**config.mk**
```make
export PLATFORM = sky130hd
export DESIGN_NAME = rio_link_unit
export DESIGN_NICKNAME = d
export VERILOG_FILES = /design/src/include/rio_pkg.sv /design/src/design/rio_link_unit.sv /design/src/design/rio_fifo.sv
export VERILOG_INCLUDE_DIRS = /design/src /design/src/include
export SDC_FILE = /design/constraint.sdc
export NUM_CORES = 1
export LEC_CHECK = 0
export BUFFER_PORTS_ARGS = -buffer_cell sky130_fd_sc_hd__buf_4
export CAP_MARGIN = 20
export CORE_UTILIZATION = 50
export DETAILED_ROUTE_END_ITERATION = 10
export GPL_TIMING_DRIVEN = 0
export PLACE_DENSITY = 0.71
export SYNTH_ARGS = -nofsm -noshare
export SYNTH_HDL_FRONTEND = slang
export SYNTH_SLANG_ARGS = --single-unit
export TNS_END_PERCENT = 20
```
**constraint.sdc**
```tcl
create_clock -name core_clk -period 7.2 [get_ports core_clk]
set_input_delay 1.08 -clock core_clk [delete_from_list [all_inputs] [get_ports core_clk]]
set_output_delay 1.08 -clock core_clk [all_outputs]
set_load 0.02 [all_outputs]
```
**src/include/rio_params.svh**
```systemverilog
// timing, frame layout and allocation constants for the two-wire link unit
`ifndef RIO_PARAMS_SVH
`define RIO_PARAMS_SVH

`define RIO_CLK_MHZ          200
`define RIO_TYP_DELAY_US     19200
`define RIO_MAX_DELAY_US     31000
`define RIO_MIN_INPUT_US     16000
`define RIO_FRAME_SLOTS      20
`define RIO_FRAME_BITS       19
`define RIO_DATA_BITS        16
`define RIO_CLASS_POS        16
`define RIO_PARITY_POS       17
`define RIO_STOP_POS         18
`define RIO_ERR_BIT_POS      15
`define RIO_WORD_BASE        8'h1E
`define RIO_WORD_STEP        8'h02
`define RIO_DATA_RESET       16'h0000

`endif

```
**src/include/rio_pkg.sv**
```systemverilog
// state types for the two-wire link unit
package rio_pkg;

  typedef enum logic [1:0] {
    RX_IDLE  = 2'b00,
    RX_START = 2'b01,
    RX_DATA  = 2'b10
  } rx_state_t;

  typedef enum logic [0:0] {
    TX_GAP  = 1'b0,
    TX_SEND = 1'b1
  } tx_state_t;

endpackage

```
**src/design/rio_link_unit.sv**
```systemverilog
// two-wire remote i/o interface unit: input and output link channels
// Functional notes
// (RL1) 15+error mode: bit 15 is error; in pushed words it marks only a bad frame, not a timeout
// (RL2) 16 mode: input 15 lands in bit 15
// (RL3) point 15 lamp follows input only in 16 mode
// (RL4) error lit during fault, clears next good cycle; after a timeout the first good frame leaves it lit, the second clears it
// (RL5) terminal holds last data on error
// (RL6) terminal sends zeros after its power returns
// (RL7) only terminal checks output-direction errors
// (RL8) transfer typically 19.2 ms, at most 31 ms
// (RL9) controller holds outputs beyond 16 ms
// (RL10) group units take two or four words
// (RL11) mismatched delay class flags transmission error
// (RL12) each channel carries exactly sixteen points
// (RL13) one lamp per point, input or output
// (RL14) frame: start, 16 data, class, parity, stop
`timescale 1ns/10ps
`include "rio_params.svh"
module rio_link_unit #(
  parameter int FIFO_DEPTH  = 4,
  parameter int GROUP_POINTS = 16,
  parameter int BIT_CYC     =
    (`RIO_TYP_DELAY_US * `RIO_CLK_MHZ) / `RIO_FRAME_SLOTS,
  parameter int PERIOD_CYC  = `RIO_TYP_DELAY_US * `RIO_CLK_MHZ,
  parameter int TIMEOUT_CYC = `RIO_MAX_DELAY_US * `RIO_CLK_MHZ
) (
  // clock and reset
  input  wire logic        core_clk,
  input  wire logic        reset,
  // configuration straps
  input  wire logic        mode_15_err,
  input  wire logic        speed_class,
  input  wire logic [3:0]  io_number,
  // link pins
  input  wire logic        link_signal_line,
  output logic             link_out_line,
  // received words toward the backplane
  output logic             in_word_valid,
  input  wire logic        in_word_ready,
  output logic [15:0]      in_word,
  output logic [15:0]      in_image,
  output logic             link_error,
  // output word from the backplane
  input  wire logic [15:0] out_word,
  // lamps
  output logic [15:0]      in_lamps,
  output logic [15:0]      out_lamps,
  output logic             err_lamp,
  // word allocation
  output logic [7:0]       first_word,
  output logic [2:0]       word_count
);

  initial begin
    if (GROUP_POINTS != 16 && GROUP_POINTS != 32 && GROUP_POINTS != 64)
      $error("rio_link_unit: GROUP_POINTS must be 16, 32 or 64"); // RL12
    if (BIT_CYC < 4 || PERIOD_CYC < BIT_CYC * `RIO_FRAME_SLOTS)
      $error("rio_link_unit: bit and period counts inconsistent");
    if (TIMEOUT_CYC <= PERIOD_CYC)
      $error("rio_link_unit: timeout must exceed frame period"); // RL8
  end

  ////////////////////////////////////////////////////////////////////////
  // helpers

  function automatic logic frame_parity(input logic [16:0] bits);
    return ^bits;
  endfunction

  ////////////////////////////////////////////////////////////////////////
  // pin synchroniser

  logic line_meta_r, line_sync_r;

  always_ff @(posedge core_clk or posedge reset) begin
    if (reset) begin
      line_meta_r <= 1'b1;
      line_sync_r <= 1'b1;
    end else begin
      line_meta_r <= link_signal_line;
      line_sync_r <= line_meta_r;
    end
  end

  ////////////////////////////////////////////////////////////////////////
  // receiver

  rio_pkg::rx_state_t rx_state_r, rx_state_nxt;
  logic [31:0] rx_cnt_r, rx_cnt_nxt;
  logic [4:0]  rx_idx_r, rx_idx_nxt;
  logic [18:0] rx_sh_r, rx_sh_nxt;
  logic [31:0] to_cnt_r, to_cnt_nxt;
  logic [15:0] data_r, data_nxt;
  logic        err_r, err_nxt;
  logic        pend_r, pend_nxt;
  logic [15:0] pend_word_r, pend_word_nxt;
  logic        frame_done, frame_good, fifo_ready;
  logic [18:0] rx_frame;
  logic [15:0] word_now;

  assign rx_frame = {line_sync_r, rx_sh_r[18:1]};

  always_comb begin
    rx_state_nxt = rx_state_r;
    rx_cnt_nxt   = rx_cnt_r;
    rx_idx_nxt   = rx_idx_r;
    rx_sh_nxt    = rx_sh_r;
    frame_done   = 1'b0;
    case (rx_state_r)
      rio_pkg::RX_IDLE: begin
        if (!line_sync_r) begin
          rx_cnt_nxt   = 32'(BIT_CYC / 2);
          rx_state_nxt = rio_pkg::RX_START;
        end
      end
      rio_pkg::RX_START: begin
        if (rx_cnt_r != '0) begin
          rx_cnt_nxt = rx_cnt_r - 1'b1;
        end else if (!line_sync_r) begin
          rx_cnt_nxt   = 32'(BIT_CYC - 1);
          rx_idx_nxt   = '0;
          rx_state_nxt = rio_pkg::RX_DATA;
        end else begin
          rx_state_nxt = rio_pkg::RX_IDLE; // glitch, not a start
        end
      end
      rio_pkg::RX_DATA: begin
        if (rx_cnt_r != '0) begin
          rx_cnt_nxt = rx_cnt_r - 1'b1;
        end else begin
          rx_sh_nxt  = rx_frame; // RL14
          rx_cnt_nxt = 32'(BIT_CYC - 1);
          rx_idx_nxt = rx_idx_r + 1'b1;
          if (rx_idx_r == 5'(`RIO_FRAME_BITS - 1)) begin
            frame_done   = 1'b1;
            rx_state_nxt = rio_pkg::RX_IDLE;
          end
        end
      end
      default: rx_state_nxt = rio_pkg::RX_IDLE;
    endcase
  end

  // stop, parity and delay class must all agree
  assign frame_good = rx_frame[`RIO_STOP_POS]
    & (frame_parity(rx_frame[16:0]) == rx_frame[`RIO_PARITY_POS]) // RL14
    & (rx_frame[`RIO_CLASS_POS] == speed_class); // RL11

  always_comb begin
    to_cnt_nxt = to_cnt_r + 1'b1;
    data_nxt   = data_r;
    err_nxt    = err_r;
    if (frame_done && frame_good) begin
      to_cnt_nxt = '0;
      data_nxt   = rx_frame[15:0]; // RL5
      err_nxt    = 1'b0; // RL4
    end else if (frame_done) begin
      err_nxt = 1'b1; // RL4
    end
    // silent line past worst delay is a fault; a good frame restarts count
    if (to_cnt_r >= 32'(TIMEOUT_CYC)) begin
      to_cnt_nxt = (frame_done && frame_good) ? '0 : 32'(TIMEOUT_CYC);
      err_nxt    = 1'b1; // RL8
    end
  end

  always_comb begin
    word_now = data_r;
    if (mode_15_err) begin
      word_now[`RIO_ERR_BIT_POS] = err_r; // RL1
    end // else input 15 passes through RL2
  end

  // a full fifo stalls the push; newer frames overwrite the pending word
  always_comb begin
    pend_nxt      = pend_r;
    pend_word_nxt = pend_word_r;
    if (pend_r && fifo_ready) begin
      pend_nxt = 1'b0;
    end
    if (frame_done) begin
      pend_nxt      = 1'b1;
      pend_word_nxt = mode_15_err
        ? {~frame_good | err_r & ~frame_good, rx_frame[14:0]} // RL1
        : rx_frame[15:0]; // RL2
      if (!frame_good) begin
        pend_word_nxt[14:0] = data_r[14:0];
        if (!mode_15_err) pend_word_nxt[15] = data_r[15];
      end
    end
  end

  always_ff @(posedge core_clk or posedge reset) begin
    if (reset) begin
      rx_state_r  <= rio_pkg::RX_IDLE;
      rx_cnt_r    <= '0;
      rx_idx_r    <= '0;
      rx_sh_r     <= '0;
      to_cnt_r    <= '0;
      data_r      <= `RIO_DATA_RESET;
      err_r       <= 1'b0;
      pend_r      <= 1'b0;
      pend_word_r <= `RIO_DATA_RESET;
    end else begin
      rx_state_r  <= rx_state_nxt;
      rx_cnt_r    <= rx_cnt_nxt;
      rx_idx_r    <= rx_idx_nxt;
      rx_sh_r     <= rx_sh_nxt;
      to_cnt_r    <= to_cnt_nxt;
      data_r      <= data_nxt;
      err_r       <= err_nxt;
      pend_r      <= pend_nxt;
      pend_word_r <= pend_word_nxt;
    end
  end

  rio_fifo #(
    .WIDTH (16),
    .DEPTH (FIFO_DEPTH)
  ) u_fifo (
    .core_clk  (core_clk),
    .reset     (reset),
    .in_valid  (pend_r),
    .in_ready  (fifo_ready),
    .in_data   (pend_word_r),
    .out_valid (in_word_valid),
    .out_ready (in_word_ready),
    .out_data  (in_word)
  );

  assign in_image   = word_now;
  assign link_error = err_r; // RL4
  assign err_lamp   = err_r; // RL4
  assign in_lamps   = {data_r[15] & ~mode_15_err, data_r[14:0]}; // RL3 RL13
  assign out_lamps  = out_word; // RL13

  ////////////////////////////////////////////////////////////////////////
  // transmitter, no error check on this direction (RL7)

  rio_pkg::tx_state_t tx_state_r, tx_state_nxt;
  logic [31:0] tx_per_r, tx_per_nxt;
  logic [31:0] tx_cnt_r, tx_cnt_nxt;
  logic [4:0]  tx_idx_r, tx_idx_nxt;
  logic [19:0] tx_sh_r, tx_sh_nxt;

  always_comb begin
    tx_state_nxt = tx_state_r;
    tx_cnt_nxt   = tx_cnt_r;
    tx_idx_nxt   = tx_idx_r;
    tx_sh_nxt    = tx_sh_r;
    tx_per_nxt   = (tx_per_r == 32'(PERIOD_CYC - 1)) ? '0 : tx_per_r + 1'b1;
    case (tx_state_r)
      rio_pkg::TX_GAP: begin
        tx_sh_nxt = {20{1'b1}};
        if (tx_per_r == '0) begin
          // word sampled once per cycle; shorter pulses may be lost (RL9)
          tx_sh_nxt = {1'b1, frame_parity({speed_class, out_word}),
                       speed_class, out_word, 1'b0}; // RL14
          tx_cnt_nxt   = 32'(BIT_CYC - 1);
          tx_idx_nxt   = '0;
          tx_state_nxt = rio_pkg::TX_SEND;
        end
      end
      rio_pkg::TX_SEND: begin
        if (tx_cnt_r != '0) begin
          tx_cnt_nxt = tx_cnt_r - 1'b1;
        end else begin
          tx_cnt_nxt = 32'(BIT_CYC - 1);
          tx_sh_nxt  = {1'b1, tx_sh_r[19:1]};
          tx_idx_nxt = tx_idx_r + 1'b1;
          if (tx_idx_r == 5'(`RIO_FRAME_SLOTS - 1)) begin
            tx_state_nxt = rio_pkg::TX_GAP; // RL8
          end
        end
      end
      default: tx_state_nxt = rio_pkg::TX_GAP;
    endcase
  end

  always_ff @(posedge core_clk or posedge reset) begin
    if (reset) begin
      tx_state_r <= rio_pkg::TX_GAP;
      tx_per_r   <= '0;
      tx_cnt_r   <= '0;
      tx_idx_r   <= '0;
      tx_sh_r    <= {20{1'b1}};
    end else begin
      tx_state_r <= tx_state_nxt;
      tx_per_r   <= tx_per_nxt;
      tx_cnt_r   <= tx_cnt_nxt;
      tx_idx_r   <= tx_idx_nxt;
      tx_sh_r    <= tx_sh_nxt;
    end
  end

  assign link_out_line = tx_sh_r[0];

  ////////////////////////////////////////////////////////////////////////
  // word allocation for group variants

  assign first_word = `RIO_WORD_BASE
    + 8'(io_number) * `RIO_WORD_STEP; // RL10
  assign word_count = 3'(GROUP_POINTS / 16); // RL10

endmodule // rio_link_unit

```
**src/design/rio_fifo.sv**
```systemverilog
// small word fifo between the link receiver and the backplane
`timescale 1ns/10ps
module rio_fifo #(
  parameter int WIDTH = 16,
  parameter int DEPTH = 4
) (
  // clock and reset
  input  wire logic             core_clk,
  input  wire logic             reset,
  // fill side
  input  wire logic             in_valid,
  output logic                  in_ready,
  input  wire logic [WIDTH-1:0] in_data,
  // drain side
  output logic                  out_valid,
  input  wire logic             out_ready,
  output logic      [WIDTH-1:0] out_data
);

  localparam int AW = (DEPTH > 1) ? $clog2(DEPTH) : 1;

  initial begin
    if (DEPTH < 2 || (DEPTH & (DEPTH - 1)) != 0)
      $error("rio_fifo: DEPTH must be a power of two of at least 2");
  end

  logic [WIDTH-1:0] mem_r [DEPTH];
  logic [AW-1:0]    wr_ptr_r, wr_ptr_nxt, rd_ptr_r, rd_ptr_nxt;
  logic [AW:0]      count_r, count_nxt;
  logic             push, pop;

  assign in_ready  = (count_r != (AW+1)'(DEPTH));
  assign out_valid = (count_r != '0);
  assign out_data  = mem_r[rd_ptr_r];
  assign push      = in_valid & in_ready;
  assign pop       = out_valid & out_ready;

  always_comb begin
    wr_ptr_nxt = push ? wr_ptr_r + 1'b1 : wr_ptr_r;
    rd_ptr_nxt = pop ? rd_ptr_r + 1'b1 : rd_ptr_r;
    count_nxt  = count_r;
    if (push && !pop) begin
      count_nxt = count_r + 1'b1;
    end else if (pop && !push) begin
      count_nxt = count_r - 1'b1;
    end
  end

  always_ff @(posedge core_clk or posedge reset) begin
    if (reset) begin
      wr_ptr_r <= '0;
      rd_ptr_r <= '0;
      count_r  <= '0;
    end else begin
      wr_ptr_r <= wr_ptr_nxt;
      rd_ptr_r <= rd_ptr_nxt;
      count_r  <= count_nxt;
    end
  end

  // storage needs no reset; empty flag guards it
  always_ff @(posedge core_clk) begin
    if (push) begin
      mem_r[wr_ptr_r] <= in_data;
    end
  end

endmodule // rio_fifo

```
# After elaboration in Yosys (flattened, before gate mapping)
# Memory sizes are Yosys's and may differ from the RTL's.
# Cells that the tools add are included.
# W data, S select, Z words.
classes:
  n_lt_le_gt_ge: 1
  n_shift: 0
  n_reduce_logical: 23
  muxes: 48
  bitwise_logic: 11
  addsub: 11
  multipliers: 0
  div_mod_pow: 0
  n_eq_ne: 16
op_table:
  columns: ["op", "count"]
  rows:
  - ["$mux W32", 9]
  - ["$pmux W32 S3", 1]
  - ["$add A32 B1 Y32 const B", 2]
  - ["$pmux W32 S2", 1]
  - ["$reduce_bool A32 Y1", 2]
  - ["$sub A32 B1 Y32 const B", 2]
  - ["$pmux W20 S2", 1]
  - ["$reduce_xor A17 Y1", 2]
  - ["$eq A32 B22 Y1 const B", 1]
  - ["$ge A32 B23 Y1 const B", 1]
  - ["$logic_not A32 Y1", 1]
  - ["$mux W16", 2]
  - ["$mux W5", 5]
  - ["$mux W23", 1]
  - ["$mux W20", 1]
  - ["$pmux W5 S2", 2]
  - ["$mux W19", 1]
  - ["$mux W1", 15]
  - ["$ne A2 B2 Y1 const B", 7]
  - ["$add A5 B1 Y5 const B", 2]
  - ["$eq A5 B5 Y1 const B", 2]
  - ["$mux W2", 5]
  - ["$reduce_bool A3 Y1", 3]
  - ["$reduce_and A4 Y1", 2]
  - ["20 further kinds", 39]
word_totals:
  input_bits: 26
  regBits: 223
  latch_bits: 0
  elab_cells: 130
  mem_bits_rw: 64
  n_memories: 1
  romBits: 0
  output_inout_bits: 79
mem_list:
  columns: ["name", "depth", "word_bits", "read_ports", "rd_ports_with_merged_regs", "wr", "line_no", "rtl"]
  rows:
  - ["u_fifo.mem_r", 4, 16, 1, 0, 1, "rio_fifo.sv:27", "logic [WIDTH-1:0] mem_r [DEPTH];"]

# Logic depth before layout (Yosys ltp)
# Gate-level depths: netlist of the first run.
logic_depth:
  ltp_word: 10
  ltp_mapped: 10

# Modules after synthesis
# From an unflattened synthesis of the first run, not the netlist that was laid out.
unflattened:
  hier_cells: 1240
  area_unflattened_um2: 13878.3
modules_own_cells:
  columns: ["module", "cells_per_inst", "instances", "area_each_um2"]
  rows:
  - ["rio_link_unit", 1120, 1, 11114.4]
  - ["rio_fifo", 120, 1, 2763.9]

# Worst setup path after synthesis of the first run
# OpenSTA, ideal clock, no wires.
synth_path:
  path_kind: "input -> output"
  from: "input port io_number[0]"
  to: "output port first_word[5]"
  t_arrival_ps: 1950
  path_stages: 3
  path_slack_ps: 4170
  path_cell_list: "inv_1 -> ha_1 -> or3b_2"
synth_via:
  elab_chain_cells: 1
synth_lines:
  columns: ["element", "line_no", "rtl"]
  rows:
  - ["start: declaration", "rio_link_unit.sv:33", "input wire logic [3:0] io_number,"]
  - ["$add A5 B5 Y6 (no source line)", null, null]
  - ["end: declaration", "rio_link_unit.sv:50", "output logic [7:0] first_word,"]
# No other way between the ends.

# Worst setup path in the final report of the first run
layout_path:
  from: "register u_fifo.rd_ptr_r[0]"
  to: "output port in_word[7]"
layout_via:
  elab_chain_cells: 1
layout_lines:
  columns: ["element", "line_no", "rtl"]
  rows:
  - ["start: declaration", "rio_fifo.sv:28", "logic [AW-1:0] wr_ptr_r, wr_ptr_nxt, rd_ptr_r, rd_ptr_nxt;"]
  - ["start signal: assignment", "rio_fifo.sv:56", "rd_ptr_r <= rd_ptr_nxt;"]
  - ["$mem_v2 Z4 W16", null, null]
  - ["end: declaration", "rio_link_unit.sv:40", "output logic [15:0] in_word,"]
# No other way between the ends.

==> summary.txt, run 1 <==
Timing
  – RSZ-0062 raised after global routing: false
  – Sum Neg Setup Slack: 0 ns
  – Final setup vio count: 0
  – Fin. Hold Viols: 0
  – Worst Tran Pin Value: 0.924 ns
  – Final period util: 55.4%
  – Clock Skews: 0.0310 ns
  – Minimum clock period: 3.99 ns
  – Max Clk Rate: 0.251 GHz
  – Slew HR: 37.7%
  – Final max-slew violation count: 0

Die
  – Die Area: 28100 sq um
  – Row count: 60
  – Num ports: 105
  – Die Wd: 168 um
  – Core footprint: 27000 sq um
  – Starting Density: 50.9%
  – Die Y-Extent: 168 um

Placement
  – Hpwl dp: 18.1 mm
  – IO buf count: 98
  – Dpl cells: 1691
  – Placer Congestion: 0.844

Clocking
  – Cts hold-fix bufs: 0
  – Clk buf depth: 3
  – CTS Root Cell: clkbuf_16
  – TritonCTS Sinks: 285
  – Post-CTS sizing: 0
  – CTS tree: done
  – Clk Latency, worst-skew pair: 0.56 ns
  – Reg clk slew, reported paths: 0.07 ns
  – Postcts setup bufs: 0
  – H-tree levels: 1
  – CTS buffer count: 30

Global route
  – Largest net degree at the start of global routing: 121
  – Antenna violations before repair: 0
  – Vias in the first global route: 9351
  – Grt total ovfl: 0
  – First-pass GRT wire length: 46.0 mm
  – Tot GR Track Use: 19.8%

Synth
  – Area leader, netlist: dfrtp_1
  – Synth warn: 0
  – Post-synthesis instance area: 13700 sq um
  – Number of synthesized register bits: 285
  – Top FF cell, synth: dfrtp_1
  – Synth cell count leaders: dfrtp_1 (200), nor2_1 (104), nand2_1 (95)
  – Share of the synthesized area in the top cell type: 36.5%
  – Ranking of synthesized cells by area: dfrtp_1 (36%), edfxtp_1 (14%), dfstp_2 (4.0%)
  – Post-synthesis sequential area ratio: 54.5%
  – Cell variety after synth: 70
  – Ys async rst share: 77.5%
  – Largest family of logic cells by synthesized area: simple AND/OR/NAND/NOR gates
  – Post-Synth Simple-Gate Area: 14.8%
  – Top-count cell post-synth: dfrtp_1
  – Post-synth EDFFs: 64
  – Compound-cell area share of the yosys netlist: 8.60%
  – Post-synthesis mux area share: 7.01%
  – Syn Area/Cell: 11.1 sq um
  – Xor/xnor share of the synthesized area: 7.61%
  – Synthesized instance count: 1238
  – Adder-Cell Fraction of Synth Area: 2.06%

Worst setup path
  – R2R Path Start: rx_cnt_r[12]
  – CP Launch Type: flip-flop
  – Critical path origin: u_fifo.rd_ptr_r[0]
  – CP max-delay cell: clkbuf_1
  – WP data required: 6.12 ns
  – FF-to-FF path depth: 8
  – Critical path's largest stage delay: 0.67 ns
  – Crit path max fanout: 10
  – CP most frequent cell: clkbuf_1
  – Worst setup EP type: primary output
  – Reg2reg end: data_r[0]
  – FF-to-FF setup slack: 3.74 ns
  – Worst setup endpoint: in_word[7]
  – Sequence of cells on the critical path: clkbuf_1 -> clkbuf_1 -> mux4_2 -> buf_4
  – Worst Path Arrival: 2.91 ns
  – WS Path Type: reg2out

Final layout
  – Share of layout cells above drive strength 1: 20.8%
  – Synth-to-layout area growth: 17.3%
  – Nets@finish: 1430
  – Util after Layout: 59.7%
  – Final Instance Count excl. Fillers: 1747
  – ANT cells: 0

Power and ir drop
  – Pwr dens: 218 nW/um^2
  – Cell leakage power: 0.00712 uW
  – Worst VDD drop: 177 uV

Drt
  – DRT iter0 DRCs: 636
  – Antenna-violating nets left: 0
  – DR WL met2: 13.3 mm
  – DR WL/cell: 15.5 um
  – DRC: 0
  – DR pass1 iterations: 5
  – Top layer in use: met4
  – Via density: 5.48
  – Via Count: 9573
  – Met3 routed WL: 1.01 mm
  – DRT Wirelength: 27.1 mm
  – M1 wire length: 12.2 mm

Worst hold path
  – HP Class: reg2reg
  – WHS Path Cells: 0
  – Hold_sp: line_meta_r

Flow run
  – MaxCap Viol Count: 0

Status
  – Status: finished, final reports clean
## critical path: cells and delay by family (launching register included)
kind                   cells  cell delay, ns
buffers and inverters      3            1.41
flip-flops                 1            0.32
multiplexers               1            0.61
## worst min path at each step
stage                   to  slack [ns]
2_1_floorplan  line_sync_r        0.35
3_3_place_gp   line_sync_r        0.36
3_5_place_dp   line_sync_r        0.36
4_1_cts        line_sync_r        0.34
5_1_grt        line_sync_r        0.35
6_report       line_sync_r        0.34
## registers in the layout (all words and copies together), names as in the netlist, 16 cells and up
name	count
u_fifo.mem_r	64
rx_cnt_r	32
to_cnt_r	32
tx_cnt_r	32
tx_per_r	32
tx_sh_r	19
rx_sh_r	18
data_r	16
pend_word_r	16
## layer usage
| layer | GRT usage (%) | up-vias |
|---|---|---|
| met5 | 0 | - |
| met2 | 34.1 | 210 |
| met3 | 2.39 | 43 |
| met4 | 4.87 | 0 |
| li1 | - | 4656 |
| met1 | 26.7 | 4664 |
## through the flow
| step | hold WS, ns | setup WS (ns) | area [sq um] | total power [uW] |
|---|---|---|---|---|
| 5_1_grt | 0.348 | 2.98 | 16100 | 3610 |
| 3_3_place_gp | 0.363 | -2.47 | 14900 | 1820 |
| 6_report | 0.335 | 3.21 | 16100 | 3500 |
| 3_5_place_dp | 0.358 | 3.72 | 15000 | 1820 |
| 4_1_cts | 0.339 | 3.11 | 16100 | 3540 |
| 2_1_floorplan | 0.345 | 0.105 | 13800 | 1780 |
## power by group
part	switching [uW]	internal, uW	total, uW
clock network	675	1040	1710
logic	66.8	53.5	120
registers	5.97	1660	1670
## cell families (layout without fill, tap and decap cells)
family | after synthesis | after routing
XOR/XNOR | 116 | 116
adder cells (fa/ha/maj) | 22 | 22
AND/OR/NAND/NOR | 408 | 408
buffers and inverters | 134 | 289
multiplexers | 71 | 71
other | 2 | 15
flip-flops | 285 | 285
AO/OA/AOI/OAI | 200 | 200
## cells in the final DEF (no fill, tap or decap), types with 25 or more instances in the layout
cell and count:
nor2_1 104, nand2_1 95, clkbuf_16 30, dfrtp_1 200, a21oi_1 69, edfxtp_1 64
nor3_1 39, inv_1 34, xor2_1 51, buf_4 154, o21ai_0 35, nand3_1 45
nor4_1 31, clkbuf_1 33, xnor2_1 63, o21ai_1 28, nand4_1 25
## final cells by class
class,instances,area (sq um)
Fill cell,2197,10900
Sequential cell,285,7480
Multi-Input combinational cell,832,5550
Clock buffer,31,764
Timing Repair Buffer,99,763
Buffer,99,599
Tap cell,341,427
Clock inverter,25,358
Inverter,35,139
No activity file was read; power rests on OpenSTA's default activity.
==> run 2: changes to the inputs <==
clock period = 3.48 ns   (was 7.2 ns; I/O delays follow)
==> summary.txt, run 2 (same netlist as run 1, synthesis figures left out) <==
Final layout
  – Nets@finish: 1436 (+0.42%)
  – Most common cell after layout, fill and taps aside: dfrtp_1
  – Area of the multi-input gates: 5580 sq um (+0.41%)
  – Synth-to-layout area growth: 17.3% (about the same)
  – Max FFs per register: 64 (unchanged)
  – Fill cells: 2236 (+1.8%)
  – Sequential cell area: 7480 sq um (unchanged)
  – Most frequent cells in the layout: dfrtp_1 (200), buf_4 (154), nor2_1 (104), nand2_1 (95), a21oi_1 (69)
  – Share of layout cells above drive strength 1: 20.7% (-0.088 points)
  – Most flops, register: u_fifo.mem_r
  – ANT cells: 0 (unchanged)
  – Util after Layout: 59.7% (about the same)

Die
  – Core footprint: 27000 sq um (unchanged)
  – Num ports: 105 (unchanged)
  – Row count: 60 (unchanged)
  – Die Wd: 168 um (unchanged)
  – Die Area: 28100 sq um (unchanged)
  – Die Y-Extent: 168 um (unchanged)
  – Starting Density: 50.9% (unchanged)

Worst setup path
  – CP max-delay cell: or4_1
  – Crit path max fanout: 10 (unchanged)
  – CP most frequent cell: clkbuf_1
  – WP data required: 3.91 ns (-2.21 ns)
  – CP top delay family: simple AND/OR/NAND/NOR gates
  – Worst Path Arrival: 3.75 ns (+0.84 ns)
  – Buf/Inv on CP: 3 (unchanged)
  – Sequence of cells on the critical path: or4_1 -> or2_1 -> buf_2 -> nor4b_2 -> clkbuf_1 -> clkbuf_1 -> nor2_1 -> o21ai_1 -> nand2_1
  – Worst setup EP type: flip-flop
  – CP Launch Type: flip-flop
  – Critical path's largest stage delay: 0.59 ns (-0.08 ns)
  – WS Path Type: reg2reg

Timing
  – Sum Neg Setup Slack: 0 ns (unchanged)
  – Fin. Hold Viols: 0 (unchanged)
  – Worst hold margin: 0.0808 ns (-0.254 ns)
  – Clock Skews: 0.0170 ns (-0.0140 ns)
  – Max Clk Rate: 0.302 GHz
  – Final period util: 95.1%
  – RSZ-0062 raised after global routing: true
  – Minimum clock period: 3.31 ns
  – Slew HR: 44.9% (+7.2 points)
  – Final setup vio count: 0 (unchanged)
  – Final max-slew violation count: 0 (unchanged)
  – Final setup margin: 0.169 ns (-3.05 ns)
  – Worst Tran Pin Value: 0.827 ns (-0.0977 ns)

Clocking
  – CTS Root Cell: clkbuf_16
  – Clk buf depth: 3 (unchanged)
  – CTS buffer count: 30 (unchanged)
  – Clk Latency, worst-skew pair: 0.56 ns (about the same)
  – H-tree levels: 1 (unchanged)
  – TritonCTS Sinks: 285 (unchanged)
  – CTS tree: done
  – Reg clk slew, reported paths: 0.06 ns (about the same)

Power and ir drop
  – Worst VDD drop: 406 uV (+130%)
  – Pwr dens: 430 nW/um^2 (+97%)
  – PnR Total Power: 6910 uW (+97%)
  – Cell leakage power: 0.00714 uW (+0.24%)

Placement
  – Hpwl dp: 18.6 mm (+2.9%)
  – Placer Congestion: 0.842 (-0.18%)
  – Pre-CTS setup slack: 0.112 ns (-3.60 ns)
  – IO buf count: 98 (unchanged)

Drt
  – Antenna-violating nets left: 0 (unchanged)
  – DR WL/cell: 15.4 um (-1.0%)
  – Via Count: 9628 (+0.57%)
  – DRT iter0 DRCs: 611 (-3.9%)
  – DRC: 0 (unchanged)
  – DRT Wirelength: 26.9 mm (-0.69%)
  – Via density: 5.49 (+0.23%)
  – DR pass1 iterations: 6 (+1)

Global route
  – Tot GR Track Use: 19.8% (-0.044 points)
  – Vias in the first global route: 9444 (+0.99%)
  – First-pass GRT wire length: 46.0 mm (about the same)
  – Largest net degree at the start of global routing: 42 (-65%)
  – Grt total ovfl: 0 (unchanged)
  – Antenna violations before repair: 0 (unchanged)

Status
  – Status: finished, final reports clean

Worst hold path
  – HP Class: in2reg

Flow run
  – MaxCap Viol Count: 0 (unchanged)
==> run 2: cell count changes in the layout (fill, tap and decap cells not counted), moves of 2 or more <==
cell and change:
buf_12 +6, bufinv_16 -4, clkbuf_1 +4, clkbuf_8 +3
clkinv_1 +3, clkinv_2 +6, clkinv_4 -2, clkinvlp_4 -6
inv_6 -4
==> run 2: final cells by class <==
type                    count  area share (%)
flip-flops and latches    285            46.5
multi-input cells         832            34.7
repair buffers            105            5.38
clock buffers              39            5.13
plain buffers              99            3.73
well taps                 341            2.65
clock inverters            17            1.08
inverters                  35           0.840
==> run 2: worst paths after layout <==
check	end	cells after the start	slack, ns	startpoint
setup / recovery	rx_state_r[1]	9	0.17	rx_cnt_r[12]
hold / removal	line_meta_r	1	0.08	link_signal_line
setup reg to reg	rx_state_r[1]	9	0.17	rx_cnt_r[12]
hold reg to reg	line_sync_r	0	0.37	line_meta_r
max in group asynchronous	line_sync_r	6	1.80	reset
min in group asynchronous	tx_per_r[2]	3	0.56	reset
==> run 2: where the power goes <==
part | internal, uW | switching, uW
Clock | 1890 | 1310
Sequential | 3440 | 12.2
Combinational | 122 | 139
Total | 5450 | 1460
==> run 2: per-layer routing <==
| metal | part of all wire (%) | up-vias | track usage (%) | wire (um) |
|---|---|---|---|---|
| li1 | - | 4652 | - | - |
| met1 | 45 | 4691 | 26.3 | 12100 |
| met2 | 49 | 241 | 34.3 | 13200 |
| met3 | 3.6 | 44 | 2.41 | 975 |
| met4 | 2.1 | 0 | 4.99 | 565 |
| met5 | 0 | - | 0 | 0 |
==> run 2: through the flow <==
step	instances	instance area (sq um)
finish	1753	16100
global route	1753	16100
CTS	1753	16100
detailed placement	1696	15000
global placement	1690	14900
floorplan	1251	13800
==> run 2: repair_timing <==
item / CTS / global route
pin swaps: 0 / 0
hold buffers: 1 / 0
resized for setup: 1 / 3
buffers inserted: 0 / 0
hold endpoints to repair: 20 / 0
setup endpoints to repair: 8 / 33
==> run 3: changes to the inputs <==
SETUP_SLACK_MARGIN = 0.5   (was not set)
==> summary.txt, run 3 (same netlist as run 1, synthesis figures left out) <==
Drt
  – DRC: 0 (unchanged)
  – DRT iter0 DRCs: 653 (+6.9%)
  – DR pass1 iterations: 5 (-1)
  – Antenna-violating nets left: 0 (unchanged)
  – DRT Wirelength: 27.0 mm (+0.19%)
  – Via density: 5.46 (-0.59%)
  – DR WL/cell: 15.3 um (about the same)
  – Via Count: 9593 (-0.36%)

Die
  – Num ports: 105 (unchanged)
  – Core footprint: 27000 sq um (unchanged)
  – Die Y-Extent: 168 um (unchanged)
  – Row count: 60 (unchanged)
  – Die Area: 28100 sq um (unchanged)
  – Starting Density: 50.9% (unchanged)
  – Die Wd: 168 um (unchanged)

Timing
  – Minimum clock period: 3.00 ns (-0.314 ns)
  – Fin. Hold Viols: 0 (unchanged)
  – Final max-slew violation count: 0 (unchanged)
  – Final period util: 86.1% (-9.0 points)
  – Worst hold margin: 0.0814 ns (+0.000594 ns)
  – Max Clk Rate: 0.334 GHz (+10%)
  – Worst Tran Pin Value: 0.831 ns (+0.00483 ns)
  – Slew HR: 44.6% (-0.32 points)
  – Final setup vio count: 0 (unchanged)
  – Clock Skews: 0.0169 ns (-0.000126 ns)
  – RSZ-0062 raised after global routing: true

Clocking
  – TritonCTS Sinks: 285 (unchanged)
  – Clk Latency, worst-skew pair: 0.56 ns (about the same)
  – CTS tree: done
  – Reg clk slew, reported paths: 0.06 ns (about the same)
  – CTS buffer count: 30 (unchanged)
  – CTS Root Cell: clkbuf_16
  – Clk buf depth: 3 (unchanged)
  – H-tree levels: 1 (unchanged)

Final layout
  – Max FFs per register: 64 (unchanged)
  – Sequential cell area: 7480 sq um (about the same)
  – Most common cell after layout, fill and taps aside: dfrtp_1
  – Nets@finish: 1440 (+0.28%)
  – Most frequent cells in the layout: dfrtp_1 (199), buf_4 (158), nor2_1 (103), nand2_1 (94), a21oi_1 (69)
  – Area of the multi-input gates: 5620 sq um (+0.83%)
  – Most flops, register: u_fifo.mem_r
  – Final Instance Count excl. Fillers: 1757 (+0.23%)
  – Share of layout cells above drive strength 1: 21.9% (+1.2 points)
  – Synth-to-layout area growth: 18.0%
  – ANT cells: 0 (unchanged)
  – Fill cells: 2230 (-0.27%)

Power and ir drop
  – Pwr dens: 427 nW/um^2 (-0.59%)
  – Worst VDD drop: 406 uV (about the same)
  – Cell leakage power: 0.00719 uW (+0.78%)

Worst hold path
  – HP Class: in2reg

Global route
  – Antenna violations before repair: 0 (unchanged)
  – M3 GR Usage: 2.41% (unchanged)
  – Vias in the first global route: 9448 (+0.042%)
  – Grt total ovfl: 0 (unchanged)
  – Met1 Use GR: 26.3% (about the same)
  – Largest net degree at the start of global routing: 42 (unchanged)
  – Tot GR Track Use: 19.8% (+0.021 points)
  – First-pass GRT wire length: 46.0 mm (about the same)
  – M2 GR Usage: 34.4% (+0.054 points)
  – GR peak layer: met2

Worst setup path
  – CP Launch Type: flip-flop
  – Worst Path Arrival: 3.43 ns (-0.32 ns)
  – Crit path max fanout: 10 (unchanged)
  – WP data required: 3.91 ns (about the same)
  – FF-to-FF setup slack: 0.48 ns (+0.31 ns)
  – Worst setup EP type: flip-flop
  – WS Path Type: reg2reg

Placement
  – Hpwl dp: 18.6 mm (unchanged)
  – Placer Congestion: 0.842 (unchanged)
  – Dpl cells: 1696 (unchanged)
  – IO buf count: 98 (unchanged)

Flow run
  – MaxCap Viol Count: 0 (unchanged)

Status
  – Status: finished, final reports clean
-- run 3: changes by cell type in the layout (fill, tap and decap cells not counted), sizes merged --
cell / delta
buf: +5
clkbuf: -1
-- run 3: worst paths after layout --
| path | start | to | cells after the start |
|---|---|---|---|
| min reg2reg | line_meta_r | line_sync_r | 0 |
| max | rx_cnt_r[12] | rx_cnt_r[23] | 9 |
| min | link_signal_line | line_meta_r | 1 |
| max in group asynchronous | reset | line_sync_r | 6 |
| max reg2reg | rx_cnt_r[12] | rx_cnt_r[23] | 9 |
| min in group asynchronous | reset | tx_per_r[2] | 3 |
-- run 3: report_power, final --
group,switching [uW],internal [uW],leakage (uW),total [uW]
Combinational,139,122,0.00323,261
Clock,1310,1890,0.000494,3200
Sequential,12.4,3440,0.00347,3450
-- run 3: cell type report --
cell class,instances,area share [%]
multi-input combinational,832,34.7
sequential,285,46.2
buffer,99,3.87
timing repair buffer,109,5.54
tap,341,2.64
clock buffer,39,5.09
clock inverter,17,1.07
inverter,35,0.835
-- run 3: critical path, cell delays in order (launching register included) --
cell and delay [ns]:
dfrtp_2 0.44, or4_1 0.57, or2_1 0.23, buf_2 0.20, or4b_1 0.55, buf_2 0.17
o2111ai_1 0.25, buf_4 0.22, nor4b_1 0.07, o21ba_1 0.17
-- run 3: routing by layer --
layer | part of all wire, % | routed length [um]
met5 | 0 | 0
met4 | 2.2 | 580
met3 | 3.5 | 953
met2 | 49 | 13200
met1 | 45 | 12200
-- run 3: through the flow --
step / TNS, ns / area [sq um] / util (%) / setup WS, ns / total power [uW]
after global routing: 0 / 16200 / 60.1 / 0.381 / 7140
after global placement: -261.92 / 14900 / 55.4 / -1.31 / 3760
after floorplan: 0 / 13800 / - / 0.0931 / 3680
after CTS: 0 / 16100 / 59.8 / 0.390 / 6990
after detailed placement: 0 / 15000 / 55.8 / 0.112 / 3780
final: 0 / 16200 / 60.1 / 0.483 / 6910
-- run 3: what timing repair did --
action                                  CTS  global route
hold buffers                              1             0
hold endpoints to repair                 20             0
endpoints found under the setup margin  112           129
pin swaps                                 1             3
buffers inserted                          0             4
resized for setup                        12            20
